<file path="src/design/ppc_consts.svh">
// register offsets, field positions, reset values and frame counts
`ifndef PPC_CONSTS_SVH
`define PPC_CONSTS_SVH

// register byte addresses on the plain register port
`define PPC_ADDR_CTRL        8'h00
`define PPC_ADDR_STATUS      8'h04

// control register fields
`define PPC_CTRL_MODE_LO     0
`define PPC_CTRL_MODE_HI     1
`define PPC_CTRL_FDI_BIT     2
`define PPC_CTRL_REFSEL_BIT  3
`define PPC_CTRL_INTERNAL_CLOCK_SELECT_BIT  4
`define PPC_CTRL_RATE_LO     5
`define PPC_CTRL_RATE_HI     6
`define PPC_CTRL_RESET       32'h00000000

// parallel clock rate codes
`define PPC_RATE_19M44       2'h0
`define PPC_RATE_16M384      2'h1
`define PPC_RATE_6M48        2'h2

// parallel clock cycles per 8 kHz frame at each rate
`define PPC_FRAME_LEN_19M44  12'h97E
`define PPC_FRAME_LEN_16M384 12'h800
`define PPC_FRAME_LEN_6M48   12'h32A

// serial clock cycles per frame at 4.096 MHz, last index
`define PPC_SER_LAST         9'h1FF

// phase step for 4.096 MHz from 50 MHz: 4.096 / 50 * 2^32
`define PPC_NCO_STEP         32'h14F8B589

// synchroniser bit positions within the sampled pin vector
`define PPC_PIN_RXCLK        8
`define PPC_PIN_TXCLK        9
`define PPC_PIN_RXFP         10
`define PPC_PIN_TFS          11
`define PPC_PIN_REFA         12
`define PPC_PIN_REFB         13
`define PPC_PIN_W            14

`endif

</file>
<file path="src/design/ppc_pkg.sv">
// types for the parallel port clock and frame select block
package ppc_pkg;

  typedef enum logic [1:0] {
    ppc_timing_mode_one,
    ppc_timing_mode_two,
    ppc_timing_mode_three,
    ppc_timing_mode_four
  } ppc_mode_e;

  typedef struct packed {
    logic [13:0] sync_a;     // first synchroniser stage
    logic [13:0] sync_b;     // second stage
    logic [13:0] sync_c;     // previous second stage, for edges
    ppc_mode_e   mode;
    logic        fdi;
    logic        refsel;
    logic        internal_clock_select;
    logic [1:0]  rate;
    logic [7:0]  rx_byte;
    logic        rx_valid;
    logic        rx_frame;
    logic [11:0] tx_cnt;
    logic [7:0]  tx_byte;
    logic [3:0]  ctl;
    logic        tfs_out;
    logic [31:0] nco;
    logic        sck;
    logic [8:0]  ser_cnt;
    logic        ser_frame;
    logic [31:0] rdata;
  } ppc_state_s;

endpackage

</file>
<file path="src/design/ppc_clock_frame_select.sv">
// clock and frame-sync selection for the byte-wide parallel tdm port
//
// Local design decisions: the strobed register port and the address map.
`timescale 1ns/1ps
`default_nettype none
`include "ppc_consts.svh"

module ppc_clock_frame_select (
  // clock and reset
  input  wire logic        clock,
  input  wire logic        rst_n,
  // register port
  input  wire logic [7:0]  reg_addr,
  input  wire logic [31:0] reg_wdata,
  input  wire logic        reg_write,
  input  wire logic        reg_read,
  output logic      [31:0] reg_rdata,
  // parallel port pins
  input  wire logic        receive_parallel_clock,
  input  wire logic        transmit_parallel_clock,
  input  wire logic        receive_frame_pulse,
  input  wire logic [7:0]  receive_byte_lines,
  output logic      [7:0]  transmit_byte_lines,
  output logic      [3:0]  external_control_lines,
  input  wire logic        transmit_frame_sync_in,
  output logic             transmit_frame_sync_out,
  output logic             transmit_frame_sync_oe_n,
  // serial clock pins
  input  wire logic        serial_reference_input_a,
  input  wire logic        serial_reference_input_b,
  output logic             serial_shift_clock_out,
  output logic             serial_shift_clock_oe_n,
  output logic             serial_frame_out,
  // user side
  input  wire logic [7:0]  tx_byte_in,
  input  wire logic [3:0]  tx_control_in,
  output logic             tx_byte_taken,
  output logic      [7:0]  rx_byte_out,
  output logic             rx_byte_valid,
  output logic             rx_frame_start
);

  ppc_pkg::ppc_state_s r_reg;
  ppc_pkg::ppc_state_s r_next;
  logic [1:0]          rst_pipe_reg;
  logic                rst_sync_n;
  logic                rx_edge;
  logic                tx_edge;
  logic                launch;
  logic                realign;
  logic                sck_src;
  logic                ser_rise;
  logic [11:0]         last_idx;

  // serial clock is only produced in timing modes two and three
  function automatic logic serial_mode(input ppc_pkg::ppc_mode_e m);
    serial_mode = (m == ppc_pkg::ppc_timing_mode_two) ||
                  (m == ppc_pkg::ppc_timing_mode_three);
  endfunction

  // parallel clock cycles per frame for the programmed rate
  function automatic logic [11:0] frame_len(input logic [1:0] rate);
    if (rate == `PPC_RATE_16M384) begin
      frame_len = `PPC_FRAME_LEN_16M384;
    end else if (rate == `PPC_RATE_6M48) begin
      frame_len = `PPC_FRAME_LEN_6M48;
    end else begin
      frame_len = `PPC_FRAME_LEN_19M44;
    end
  endfunction

  // reset release through two flops, assertion stays asynchronous
  always_ff @(posedge clock or negedge rst_n) begin
    if (!rst_n) begin
      rst_pipe_reg <= 2'h0;
    end else begin
      rst_pipe_reg <= {rst_pipe_reg[0], 1'b1};
    end
  end
  assign rst_sync_n = rst_pipe_reg[1];

  // edges of the sampled parallel clocks, from stage two and three only
  assign rx_edge = r_reg.sync_b[`PPC_PIN_RXCLK] &
                   ~r_reg.sync_c[`PPC_PIN_RXCLK];
  assign tx_edge = r_reg.sync_b[`PPC_PIN_TXCLK] &
                   ~r_reg.sync_c[`PPC_PIN_TXCLK];

  // transmit launch clock: own clock in mode one, else receive clock
  assign launch = (r_reg.mode == ppc_pkg::ppc_timing_mode_one) ?
                  tx_edge :
                  rx_edge;

  // frame reference that restarts the transmit frame counter
  always_comb begin
    if (r_reg.mode == ppc_pkg::ppc_timing_mode_three) begin
      realign = r_reg.sync_b[`PPC_PIN_RXFP];
    end else if (r_reg.fdi) begin
      realign = r_reg.sync_b[`PPC_PIN_TFS];
    end else begin
      realign = 1'b0;
    end
  end

  // serial reference choice; internal clock overrides both inputs
  always_comb begin
    if (r_reg.internal_clock_select) begin
      sck_src = r_reg.nco[31];
    end else if (r_reg.refsel) begin
      sck_src = r_reg.sync_b[`PPC_PIN_REFA];
    end else begin
      sck_src = r_reg.sync_b[`PPC_PIN_REFB];
    end
  end

  assign ser_rise = serial_mode(r_reg.mode) && sck_src && !r_reg.sck;
  assign last_idx = 12'(frame_len(r_reg.rate) - 12'h001);

  // next state for every register of the block but the reset synchroniser
  always_comb begin
    r_next = r_reg;
    r_next.rdata = 32'h00000000;
    // pins from other clocks pass two flops before any logic
    r_next.sync_a = {serial_reference_input_b, serial_reference_input_a,
                     transmit_frame_sync_in, receive_frame_pulse,
                     transmit_parallel_clock, receive_parallel_clock,
                     receive_byte_lines};
    r_next.sync_b = r_reg.sync_a;
    r_next.sync_c = r_reg.sync_b;

    // register writes steer mode, direction and reference choice
    if (reg_write && reg_addr == `PPC_ADDR_CTRL) begin
      r_next.mode   = ppc_pkg::ppc_mode_e'(
                        reg_wdata[`PPC_CTRL_MODE_HI:`PPC_CTRL_MODE_LO]);
      r_next.fdi    = reg_wdata[`PPC_CTRL_FDI_BIT];
      r_next.refsel = reg_wdata[`PPC_CTRL_REFSEL_BIT];
      r_next.internal_clock_select = reg_wdata[`PPC_CTRL_INTERNAL_CLOCK_SELECT_BIT];
      r_next.rate   = reg_wdata[`PPC_CTRL_RATE_HI:`PPC_CTRL_RATE_LO];
    end

    // register reads answer one cycle later, unmapped reads give zero
    if (reg_read) begin
      if (reg_addr == `PPC_ADDR_CTRL) begin
        r_next.rdata = {25'h0000000, r_reg.rate, r_reg.internal_clock_select,
                        r_reg.refsel, r_reg.fdi, r_reg.mode};
      end else if (reg_addr == `PPC_ADDR_STATUS) begin
        r_next.rdata = {16'h0000, 1'b0, r_reg.ser_frame,
                        ~serial_shift_clock_oe_n,
                        ~transmit_frame_sync_oe_n, r_reg.tx_cnt};
      end
    end

    // receive side capture on the receive clock
    r_next.rx_valid = 1'b0;
    r_next.rx_frame = 1'b0;
    if (rx_edge) begin
      r_next.rx_byte  = r_reg.sync_b[7:0];
      r_next.rx_valid = 1'b1;
      r_next.rx_frame = r_reg.sync_b[`PPC_PIN_RXFP];
    end

    // transmit launch and frame counting
    if (launch) begin
      r_next.tx_byte = tx_byte_in;
      r_next.ctl     = tx_control_in;
      if (realign || r_reg.tx_cnt >= last_idx) begin
        r_next.tx_cnt = 12'h000;
      end else begin
        r_next.tx_cnt = 12'(r_reg.tx_cnt + 12'h001);
      end
      r_next.tfs_out = (r_next.tx_cnt == 12'h000);
    end

    // internal 4.096 mhz reference by phase accumulation
    r_next.nco = 32'(r_reg.nco + `PPC_NCO_STEP);

    // serial clock and frame; clock idles low outside modes two and three
    if (serial_mode(r_reg.mode)) begin
      r_next.sck = sck_src;
    end else begin
      r_next.sck = 1'b0;
    end
    // with an external reference in mode two the serial frame count restarts at the transmit frame start
    if (r_reg.mode == ppc_pkg::ppc_timing_mode_two && !r_reg.internal_clock_select &&
        launch && r_next.tx_cnt == 12'h000) begin
      r_next.ser_cnt   = 9'h000;
      r_next.ser_frame = 1'b0;
    end else if (ser_rise) begin
      r_next.ser_frame = (r_reg.ser_cnt == `PPC_SER_LAST);
      r_next.ser_cnt   = 9'(r_reg.ser_cnt + 9'h001);
    end
  end

  // the state register of the block, apart from the reset synchroniser
  always_ff @(posedge clock or negedge rst_sync_n) begin
    if (!rst_sync_n) begin
      r_reg <= ppc_pkg::ppc_state_s'(0);
    end else begin
      r_reg <= r_next;
    end
  end

  // outputs; enables are active low and release the pin when high
  assign reg_rdata               = r_reg.rdata;
  assign transmit_byte_lines     = r_reg.tx_byte;
  assign external_control_lines  = r_reg.ctl;
  assign transmit_frame_sync_out = r_reg.tfs_out;
  assign transmit_frame_sync_oe_n =
    r_reg.fdi ||
    (r_reg.mode == ppc_pkg::ppc_timing_mode_three);
  assign serial_shift_clock_out  = r_reg.sck;
  assign serial_shift_clock_oe_n = !serial_mode(r_reg.mode);
  // at 8.192 mbps the system feeds the serial clock on a reference pin
  assign serial_frame_out        = r_reg.ser_frame;
  assign tx_byte_taken           = launch;
  assign rx_byte_out             = r_reg.rx_byte;
  assign rx_byte_valid           = r_reg.rx_valid;
  assign rx_frame_start          = r_reg.rx_frame;

  // checks kept beside the logic they guard
  a_tfs_input_dir: assert property (@(posedge clock) disable iff (!rst_sync_n)
    r_reg.fdi |-> transmit_frame_sync_oe_n)
    else $error("frame sync driven while set as input");
  a_tfs_mode_three: assert property (@(posedge clock)
    disable iff (!rst_sync_n)
    (r_reg.mode == ppc_pkg::ppc_timing_mode_three)
    |-> transmit_frame_sync_oe_n)
    else $error("frame sync driven in mode three");
  a_sck_float_mode: assert property (@(posedge clock)
    disable iff (!rst_sync_n)
    (r_reg.mode == ppc_pkg::ppc_timing_mode_one ||
     r_reg.mode == ppc_pkg::ppc_timing_mode_four)
    |-> serial_shift_clock_oe_n)
    else $error("serial clock driven in mode one or four");
  a_rx_byte_capture: assert property (@(posedge clock)
    disable iff (!rst_sync_n)
    rx_edge |=> rx_byte_valid &&
    rx_byte_out == $past(r_reg.sync_b[7:0]))
    else $error("receive byte not captured on receive clock");
  a_rx_frame_mark: assert property (@(posedge clock)
    disable iff (!rst_sync_n)
    (rx_edge && r_reg.sync_b[`PPC_PIN_RXFP]) |=> rx_frame_start)
    else $error("receive frame start missed");
  a_tx_mode_one: assert property (@(posedge clock)
    disable iff (!rst_sync_n)
    (r_reg.mode == ppc_pkg::ppc_timing_mode_one && tx_edge)
    |=> transmit_byte_lines == $past(tx_byte_in))
    else $error("byte not launched on transmit clock");
  a_tx_clock_ignored: assert property (@(posedge clock)
    disable iff (!rst_sync_n)
    (r_reg.mode != ppc_pkg::ppc_timing_mode_one && !rx_edge)
    |=> $stable(transmit_byte_lines) && $stable(r_reg.tx_cnt))
    else $error("transmit port moved without receive clock");
  a_rx_clock_drives: assert property (@(posedge clock)
    disable iff (!rst_sync_n)
    (r_reg.mode != ppc_pkg::ppc_timing_mode_one && rx_edge)
    |=> transmit_byte_lines == $past(tx_byte_in))
    else $error("receive clock did not launch transmit byte");
  a_mode_three_sync: assert property (@(posedge clock)
    disable iff (!rst_sync_n)
    (r_reg.mode == ppc_pkg::ppc_timing_mode_three && rx_edge &&
     r_reg.sync_b[`PPC_PIN_RXFP]) |=> r_reg.tx_cnt == 12'h000)
    else $error("mode three transmit frame not on receive pulse");
  a_cascade_realign: assert property (@(posedge clock)
    disable iff (!rst_sync_n)
    (r_reg.fdi && r_reg.mode != ppc_pkg::ppc_timing_mode_three &&
     launch && r_reg.sync_b[`PPC_PIN_TFS])
    |=> r_reg.tx_cnt == 12'h000 && transmit_frame_sync_out)
    else $error("transmit counter not realigned to input pulse");
  a_frame_sync_mark: assert property (@(posedge clock)
    disable iff (!rst_sync_n)
    launch |=> transmit_frame_sync_out == (r_reg.tx_cnt == 12'h000))
    else $error("frame sync not at frame start");

endmodule

`default_nettype wire

</file>
<file path="config.mk">
export PLATFORM = sky130hd
export DESIGN_NAME = ppc_clock_frame_select
export DESIGN_NICKNAME = d
export VERILOG_FILES = /design/src/design/ppc_pkg.sv /design/src/design/ppc_clock_frame_select.sv
export VERILOG_INCLUDE_DIRS = /design/src /design/src/design
export SDC_FILE = /design/constraint.sdc
export NUM_CORES = 1
export LEC_CHECK = 0
export ABC_AREA = 1
export BUFFER_PORTS_ARGS = -buffer_cell sky130_fd_sc_hd__buf_2
export CAP_MARGIN = 20
export CORE_ASPECT_RATIO = 0.5
export CORE_UTILIZATION = 55
export CTS_CLUSTER_SIZE = 12
export DETAILED_ROUTE_END_ITERATION = 16
export PLACE_DENSITY = 0.8
export SYNTH_ARGS = -nofsm -noshare
export SYNTH_HDL_FRONTEND = slang
export SYNTH_SLANG_ARGS = --single-unit
</file>
<file path="constraint.sdc">
create_clock -name clock -period 4.7 [get_ports clock]
set_input_delay 0.235 -clock clock [delete_from_list [all_inputs] [get_ports clock]]
set_output_delay 0.235 -clock clock [all_outputs]
set_load 0.1 [all_outputs]
</file>
* Word-level counts from Yosys, hierarchy flattened
Cells that the tools add are included.
** Operators by class
- Eq/ne operators :: 6
- Bitwise logic cells :: 5
- Add/sub/neg operators :: 4
- Mux-type cells :: 17
- Reductions and logical operators :: 17
- Order comparisons :: 1
** Operators by type and width (count)
- $mux W12 :: 4
- $mux W15 :: 3
- $add A32 B29 Y32 const B :: 1
- $mux W25 :: 1
- $logic_not A12 Y1 :: 2
- $mux W10 :: 2
- $add A12 B1 Y12 const B :: 1
- $ge A12 B12 Y1 :: 1
- $sub A12 B1 Y12 const B :: 1
- $add A9 B1 Y9 const B :: 1
- $eq A9 B9 Y1 const B :: 1
- $eq A8 B3 Y1 const B :: 1
- $logic_not A8 Y1 :: 1
- $logic_and A1 B1 Y1 :: 6
- $mux W1 :: 6
- $eq A2 B1 Y1 const B :: 2
- $eq A2 B2 Y1 const B :: 2
- $logic_not A1 Y1 :: 3
- $logic_or A1 B1 Y1 :: 3
- $not A1 Y1 :: 3
- $and A1 B1 Y1 :: 2
- $logic_not A2 Y1 :: 1
- $mux W2 :: 1
- $reduce_bool A2 Y1 :: 1
** Word-level totals
- Input bits :: 70
- Word-level logic and storage cells :: 71
- Register bits after elaboration :: 157
- Output and inout bits :: 60

* Logic depth before layout (Yosys ltp)
Gate-level depths: netlist of the first run.
- Depth after elaboration :: 13
- Depth in mapped cells :: 18
- Depth with buffers taken out :: 18

* Least setup slack after synthesis of the first run
No wires, ideal clock.
- Path kind :: register -> register
- From :: register r_reg[115] (netlist name)
- To :: register r_reg, in the netlist external_control_lines[3]
- Library setup time :: 0.070 ns
- Arrival time :: 2.328 ns
- Stages on the path, launching flop included :: 11
- Path buffers :: 2
- Path slack :: 2.301 ns
- Required time :: 4.630 ns
- Clock period less this slack :: 2.399 ns
- Cells stage by stage :: dfrtp_1 > inv_1 > ha_1 > inv_2 > nor2_2 > nand2_2 > nand2_4 > buf_2 > buf_1 > nand2_1 > nand2_1
** On the way
- Word-level cells in the longest chain between the ends :: 2
** Ends and longest elaborated chain
- from (decl) :: line ppc_clock_frame_select.sv:43 : ppc_pkg::ppc_state_s r_reg;
- from (signal assigned) :: line ppc_clock_frame_select.sv:196 : r_reg <= ppc_pkg::ppc_state_s'(0);
- from (signal assigned) :: line ppc_clock_frame_select.sv:198 : r_reg <= r_next;
- $logic_not A2 Y1 :: line ppc_clock_frame_select.sv:89 : assign launch = (r_reg.mode == ppc_pkg::ppc_timing_mode_one) ?
- $mux W1 :: line ppc_clock_frame_select.sv:89
- net tx_byte_taken :: line ppc_clock_frame_select.sv:37 : output logic tx_byte_taken,
The timed path passes the listed nets, and every way through them passes these cells.
A chain may end at the register's enable or synchronous reset.

* Final worst setup path of the first run
- From :: register r_reg[110] (netlist name)
- To :: register r_reg[33] (netlist name)
** On the way
- Word-level cells in the longest chain between the ends :: 12
- Elaborated cells between the ends (all ways) :: 14
- Those cells by class :: add/sub: 1; order compare: 1; eq/ne: 2; mux: 6; reduce/logical: 4
** Ends and longest elaborated chain
- $eq A2 B2 Y1 (no line)
- $mux W12 :: line ppc_clock_frame_select.sv:65 : end else if (rate == `PPC_RATE_6M48) begin
- $mux W12 (*) :: line ppc_clock_frame_select.sv:63 : if (rate == `PPC_RATE_16M384) begin
- $sub A12 B1 Y12 (*) :: line ppc_clock_frame_select.sv:116 : assign last_idx = 12'(frame_len(r_reg.rate) - 12'h001);
- $ge A12 B12 Y1 (*) :: line ppc_clock_frame_select.sv:165 : if (realign || r_reg.tx_cnt >= last_idx) begin
- $logic_or A1 B1 Y1 (*) :: line ppc_clock_frame_select.sv:165
- $mux W12 (*) :: line ppc_clock_frame_select.sv:165
- $mux W12 (*) :: line ppc_clock_frame_select.sv:162 : if (launch) begin
- $mux W25 (*) :: line ppc_clock_frame_select.sv:162
- $logic_not A12 Y1 (*) :: line ppc_clock_frame_select.sv:184 : launch && r_next.tx_cnt == 12'h000) begin
- $logic_and A1 B1 Y1 (*) :: line ppc_clock_frame_select.sv:184
- $mux W10 / $reduce_bool A2 Y1 (equally long branches)
Every way passes the cells marked *; elsewhere a longest branch is shown, timed or not. The select of a mux whose other input is x is not followed.

==> run_results.csv, run 1 <==
group,metric,value,unit
synth,synthTopCellsByCount,"nand2_1, dfrtp_1, inv_1",
critical_path,cp_cell_sequence,"inv_1 -> ha_1 -> nand2_1 -> inv_1 -> ha_1 -> nand2_1 -> inv_1 -> nand2_2 -> nor2_2 -> nand2_4 -> nand2_2 -> nor2_1 -> o21ai_1 -> nand4_4 -> nor2_8 -> nor2_2",
power,p_sw_share,32.0,%
synth,synth_edf_count,0,
synth,ys.flop_type,"dfrtp_1",
die,ios,130,
power,ir_drop,303,µV
layout,area.growth.synth_to_final,15.8,%
die,start_util,57.8,%
critical_path,crit_type,"reg -> reg",
die,die_width,156,µm
clock_tree,cts_tree,"yes",
clock_tree,cts_sinks,132,
critical_path,crit_path_frequent_cell,"inv_1",
timing,period_share,58.4,%
synth,yosys.area.top_type_share,50.8,%
synth,synth.most_common_cell,"nand2_1",
synth,netlist_area,0.00650,mm²
die,num_rows,27,
placement,numPortBuffers,87,
power,p_int,2.18,mW
clock_tree,clk_pin_slew,0.06,ns
drt,via_per_inst,5.00,
global_route,first_global_vias,4794,
status,status,"finished, final reports clean",
drt,dr.pass1.iters,6,
drt,post_drt_wl_per_cell,13.3,µm
power,p_comb_share,18.7,%
die,coreArea,0.0112,mm²
power,p_leak,3.96,nW
synth,ys_ff_latch,132,
layout,diodes,0,
synth,synth-async-reset-ratio,100,%
power,powerDensity,426,mW/mm²
critical_path,path_max_fanout,10,
timing,totalNegativeSetupSlack,0,ns
timing,skew,0.00732,ns
layout,final_util,66.9,%
synth,ys_seq_area_share,50.8,%
clock_tree,cts_resized,0,
clock_tree,root_buffer,"clkbuf_16",
die,dieArea,0.0123,mm²
synth,syn-instance-count,715,
layout,fill_cells,848,
drt,drt-total-wl,12.8,mm
timing,rsz0062_at_grt,"false",
timing,final-max-slew-violation-count,0,
timing,worst_pin_slew,0.835,ns
timing,fmax,0.365,GHz
power,pwr-share-seq,39.5,%
flow_run,cap_violations,0,
drt,drtAntennaViolNets,0,
global_route,gr-total-overflow,0,
critical_path,crit_required,5.00,ns
layout,layout.nets,885,
drt,route.detailed.drc,0,
placement,dp_cells,919,
critical_path,cp_data_arrival_time,3.04,ns
critical_path,slowest_stage,"dfrtp_1",
critical_path,cp-end-kind,"flip-flop",
layout,drive_gt1_share,21.2,%
timing,setup_viol,0,
power,p_clk_share,41.8,%
placement,place_area,0.00678,mm²
timing,finalCriticalPeriod,2.74,ns
layout,largest_reg_flops,62,
layout,design_area,0.00753,mm²
critical_path,critPathLaunchType,"flip-flop",
die,die_h,78.9,µm
critical_path,slowest_delay,0.38,ns
placement,gp_congestion,0.969,
clock_tree,numCtsBuffers,17,
drt,drt-initial-drc-count,256,
layout,instances_no_fill,966,
clock_tree,h-tree-depth,4,
placement,dp_hpwl,8.70,mm
global_route,antenna_found_initial,0,
global_route,grt_pass1_wl,22.0,mm
timing,maxSlewHeadroom,44.1,%
global_route,track_usage,23.0,%
synth,yosysUniqueCellTypes,43,
clock_tree,cts_buffer_depth,2,
timing,worst_hold_slack,0.0181,ns
drt,vias,4832,
synth,synth_top_cell_by_area,"dfrtp_1",
timing,finalHoldViolCount,0,
power,power.switching,1.03,mW
synth,synth.area.top_cells,"dfrtp_1, nand2_1, buf_4, inv_1, xor2_1",
min_path,min_path_type,"in -> reg",
synth,yosys_warnings,0,
global_route,grt_max_degree,53,
clock_tree,worstSkewPairLatency,0.42,ns
synth,avgSynthCellArea,9.09,µm²
[through the flow]
stage | worst slack (ns) | power (mW)
after floorplan | 0.750 | 1.80
final | 1.96 | 3.21
after global routing | 1.73 | 3.33
after CTS | 1.95 | 3.22
after detailed placement | 1.98 | 1.86
after global placement | 2.05 | 1.85
[layer usage]
| layer | wire length, µm | GRT usage [%] | up-vias |
|---|---|---|---|
| met3 | 623 | 6.33 | 21 |
| met1 | 5630 | 28.7 | 2319 |
| met5 | 0 | 0 | - |
| met4 | 182 | 7.16 | 0 |
| li1 | - | - | 2341 |
| met2 | 6400 | 39.5 | 151 |
[power groups by stage]
stage / sequential (mW) / clock, mW / combinational (mW)
global placement: 1.28 / 0 / 0.572
floorplan: 1.33 / 0 / 0.469
finish: 1.27 / 1.34 / 0.598
detailed placement: 1.28 / 0 / 0.582
CTS: 1.27 / 1.36 / 0.601
global route: 1.27 / 1.41 / 0.641
[placed cells by master, fill, tap and decap left out, types with 4 or more instances in the layout]
master,instances
dfrtp_1,131
nor4_1,4
xnor2_1,7
o21ai_0,14
inv_2,9
clkinvlp_4,4
nor2_1,47
nand2_1,175
nand4_1,10
nor2_2,16
inv_1,82
nor3_1,6
nand2_2,9
clkbuf_16,17
buf_2,87
o21ai_1,5
a21oi_1,19
o32ai_1,7
xor2_1,33
ha_1,21
nor2_4,5
conb_1,18
nand3_1,26
dlygate4sd3_1,15
[cell type report]
| cell class | instances | area, µm² | area share (%) |
|---|---|---|---|
| clock buffers | 21 | 450 | 5.98 |
| clock inverters | 11 | 151 | 2.01 |
| inverters | 92 | 345 | 4.59 |
| multi-input cells | 447 | 2480 | 32.9 |
| flip-flops and latches | 132 | 3310 | 43.9 |
| well taps | 159 | 199 | 2.64 |
| repair buffers | 104 | 601 | 7.97 |
[worst max-delay path, delay by kind of cell, from the launching register on]
family	cells	cell delay, ns
adder cells (fa/ha/maj)	2	0.64
AO/OA/AOI/OAI	1	0.27
buffers and inverters	3	0.21
AND/OR/NAND/NOR	10	1.15
flip-flops	1	0.38
[path summary, 6_finish.rpt]
| kind | start | end | slack [ns] | cells past startpoint |
|---|---|---|---|---|
| max | r_reg[110] | r_reg[33] | 1.96 | 16 |
| min in group asynchronous | rst_n | rst_pipe_reg[1] | 0.13 | 2 |
| min reg2reg | rst_pipe_reg[1] | r_reg[64] | 0.29 | 0 |
| min | tx_byte_in[5] | transmit_byte_lines[5] | 0.02 | 3 |
| max in group asynchronous | rst_pipe_reg[1] | reg_rdata[3] | 3.38 | 1 |
| max reg2reg | r_reg[110] | r_reg[33] | 1.96 | 16 |
[kinds of logic (layout without fill, tap and decap cells)]
| kind of cell | count (synthesis) | after routing | share of synthesized area, % |
|---|---|---|---|
| muxes | 2 | 2 | 0.308 |
| adders and majority gates | 21 | 21 | 4.04 |
| and+or+nand+nor | 310 | 310 | 22.0 |
| AOI/OAI and AO/OA | 56 | 56 | 5.29 |
| DFF | 132 | 132 | 50.8 |
| xor gates and xnor gates | 40 | 40 | 5.39 |
| other | 2 | 18 | 0.115 |
| buffers and inverters | 152 | 228 | 12.0 |
[what timing repair did]
| item | in CTS | in global routing |
|---|---|---|
| buffers inserted | 0 | 0 |
| endpoints found under the hold margin | 16 | 0 |
| hold buffers | 15 | 0 |
No activity file was read; power rests on OpenSTA's default activity.
==> run 2: changes to the inputs <==
- ABC_AREA: 1 -> 0
- CORE_UTILIZATION: 55 -> 50
- PLACE_DENSITY: 0.8 -> 0.77
- clock period: 4.7 -> 2.5 ns (I/O delays scaled with it)
==> run_results.csv, run 2 <==
group,metric,value,unit
layout,instances_no_fill,888,
timing,fmax,0.397,GHz
timing,period_share,101,%
global_route,grt_max_degree,131,
critical_path,slowest_delay,0.41,ns
synth,synthTopCellsByCount,"dfrtp_1, nand2_1, buf_4",
critical_path,cp-end-kind,"flip-flop",
timing,finalHoldViolCount,0,
layout,final_cell_mix,"dfrtp_1, nand2_1, buf_2, nor2_1, dlygate4sd3_1",
status,violations,"setup timing",
timing,worst_pin_slew,0.696,ns
clock_tree,cts_tree,"yes",
timing,worst_hold_slack,0.0161,ns
power,p_int,4.39,mW
critical_path,slowest_stage,"dfrtp_1",
drt,vias,4712,
critical_path,cp_cell_sequence,"buf_6 -> ha_4 -> inv_4 -> nor2_2 -> ha_1 -> a21oi_2 -> o21ai_2 -> a22oi_2 -> nand3_2 -> buf_6 -> o22a_4 -> a31oi_4",
timing,rsz0062_at_grt,"true",
synth,ys_seq_area_share,53.0,%
power,p_comb_share,23.4,%
power,p_sw_share,34.6,%
synth,synth_top_cell_by_area,"dfrtp_1",
synth,synth_edf_count,0,
critical_path,r2r_cells,12,
global_route,grt_pass1_wl,22.1,mm
global_route,gr-total-overflow,0,
synth,avgSynthCellArea,10.3,µm²
critical_path,r2r-end,"r_reg[37]",
power,powerDensity,860,mW/mm²
die,coreArea,0.0120,mm²
critical_path,cp_data_arrival_time,2.86,ns
die,num_rows,28,
timing,finalCriticalPeriod,2.52,ns
timing,setup_viol,4,
clock_tree,worstSkewPairLatency,0.42,ns
timing,final-max-slew-violation-count,0,
layout,layout.nets,801,
power,p_leak,3.70,nW
placement,dp_hpwl,7.90,mm
power,ir_drop,527,µV
layout,diodes,0,
placement,numPortBuffers,87,
global_route,track_usage,22.0,%
drt,post_drt_wl_per_cell,16.0,µm
layout,largest_reg_flops,62,
timing,setup_ws,-0.0160,ns
power,pwr-share-seq,37.7,%
layout,drive_gt1_share,26.1,%
synth,synth-async-reset-ratio,100,%
power,p_clk_share,38.9,%
clock_tree,cts_sinks,132,
critical_path,r2r-start,"r_reg[110]",
die,die_width,160,µm
layout,ff_latch_area,0.00331,mm²
die,ios,130,
clock_tree,root_buffer,"clkbuf_16",
power,total_power,6.71,mW
drt,dr.pass1.iters,7,
critical_path,crit_path_frequent_cell,"buf_6",
critical_path,crit_required,2.85,ns
die,die_h,81.0,µm
clock_tree,h-tree-depth,4,
synth,syn-instance-count,605,
critical_path,critPathLaunchType,"flip-flop",
drt,drt-initial-drc-count,313,
min_path,min_path_type,"in -> async",
synth,ys.flop_type,"dfrtp_1",
drt,drt-total-wl,14.2,mm
drt,route.detailed.drc,0,
placement,gp_congestion,0.907,
synth,yosysUniqueCellTypes,57,
clock_tree,cts_buffer_depth,2,
critical_path,r2r_slack,-0.02,ns
synth,yosys_warnings,0,
critical_path,path_max_fanout,6,
timing,skew,0.00659,ns
flow_run,cap_violations,0,
synth,ys_ff_latch,132,
drt,via_per_inst,5.31,
synth,netlist_area,0.00623,mm²
power,power.switching,2.32,mW
global_route,first_global_vias,4507,
layout,multi_input_area,0.00260,mm²
drt,drtAntennaViolNets,0,
layout,area.growth.synth_to_final,25.2,%
critical_path,crit_type,"reg -> reg",
status,status,"complete, but fails checks",
global_route,antenna_found_initial,0,
die,start_util,52.0,%
timing,maxSlewHeadroom,53.6,%
layout,final_common_cell,"dfrtp_1",
placement,dp_cells,817,
layout,fill_cells,832,
synth,synth.most_common_cell,"dfrtp_1",
die,dieArea,0.0129,mm²
synth,synth.area.top_cells,"dfrtp_1, buf_4, nand2_1, ha_1, xnor2_1",
clock_tree,numCtsBuffers,17,
clock_tree,clk_pin_slew,0.06,ns
synth,yosys.area.top_type_share,53.0,%
## run 2: cell types whose count changed in the layout (fill, tap and decap cells not counted), sizes merged, moves of 12 or more
cell / previous run / this run
nand3: 30 / 18
a31oi: 1 / 17
nor2: 69 / 36
inv: 93 / 25
buf: 89 / 108
dlygate4sd3: 15 / 34
xor2: 33 / 18
xnor2: 7 / 19
nand2: 186 / 91
## run 2: worst max path at each step
| stage | to | cells past startpoint | slack [ns] | start |
|---|---|---|---|---|
| 6_report | r_reg[37] | 12 | -0.02 | r_reg[110] |
| 3_3_place_gp | serial_frame_out | 10 | -0.03 | r_reg[110] |
| 5_1_grt | r_reg[37] | 11 | -0.10 | r_reg[111] |
| 2_1_floorplan | transmit_frame_sync_out | 7 | 0.04 | r_reg[125] |
| 4_1_cts | r_reg[97] | 12 | 0.007 | r_reg[110] |
| 3_5_place_dp | r_reg[35] | 10 | -0.18 | r_reg[110] |
## run 2: timing repair
action,in CTS,in global routing
endpoints found under the setup margin,20,22
setup buffers,1,4
hold endpoints to repair,35,0
cloned,0,1
hold buffers,34,0
pin swaps,2,18
gates resized for setup,6,41
## run 2: metrics by stage
stage	area (µm²)	utilization (%)	setup WS (ns)	TNS, ns
after detailed placement	6600	55.1	-0.182	-2.37
final	7800	65.1	-0.0160	-0.0314
after global routing	7800	65.1	-0.105	-1.28
after floorplan	6300	-	0.0411	0
after CTS	7590	63.3	0.00669	0
after global placement	6600	55.1	-0.0336	-0.461
## run 2: worst max-delay path: cells and delay by family (launching register included)
family / cells / cell delay, ns
fa+ha+maj: 2 / 0.46
compound gates: 5 / 0.98
flops: 1 / 0.41
buf+inv: 3 / 0.37
simple gates: 2 / 0.21
## run 2: layout make-up
cell class | count | area share (%)
Inverter | 25 | 1.23
Timing Repair Buffer | 142 | 12.4
Sequential cell | 132 | 42.4
Clock inverter | 13 | 2.25
Multi-Input combinational cell | 392 | 33.4
Clock buffer | 19 | 5.68
Tap cell | 165 | 2.65
## run 2: kinds of logic (layout without fill, tap and decap cells)
kind of cell,Yosys count,count (layout),synth area share (%)
and+or+nand+nor,203,203,15.1
muxes,19,19,3.19
xor gates and xnor gates,37,37,5.20
other,2,18,0.120
AOI/OAI and AO/OA,93,94,10.1
DFF,132,132,53.0
adders and majority gates,21,21,4.22
buffers and inverters,98,199,9.17
## run 2: metal layers
metal	routed length, µm	vias up	track usage [%]
met5	0	-	0
met4	273	0	8.10
met3	687	28	5.46
met2	7270	138	40.2
met1	6000	2349	25.7
li1	-	2197	-
## run 2: power groups by stage
stage | sequential [mW] | clock [mW] | combinational [mW]
global placement | 2.53 | 0 | 1.29
CTS | 2.51 | 2.62 | 1.39
detailed placement | 2.54 | 0 | 1.32
finish | 2.53 | 2.61 | 1.57
floorplan | 2.52 | 0 | 1.11
global route | 2.55 | 2.72 | 1.68
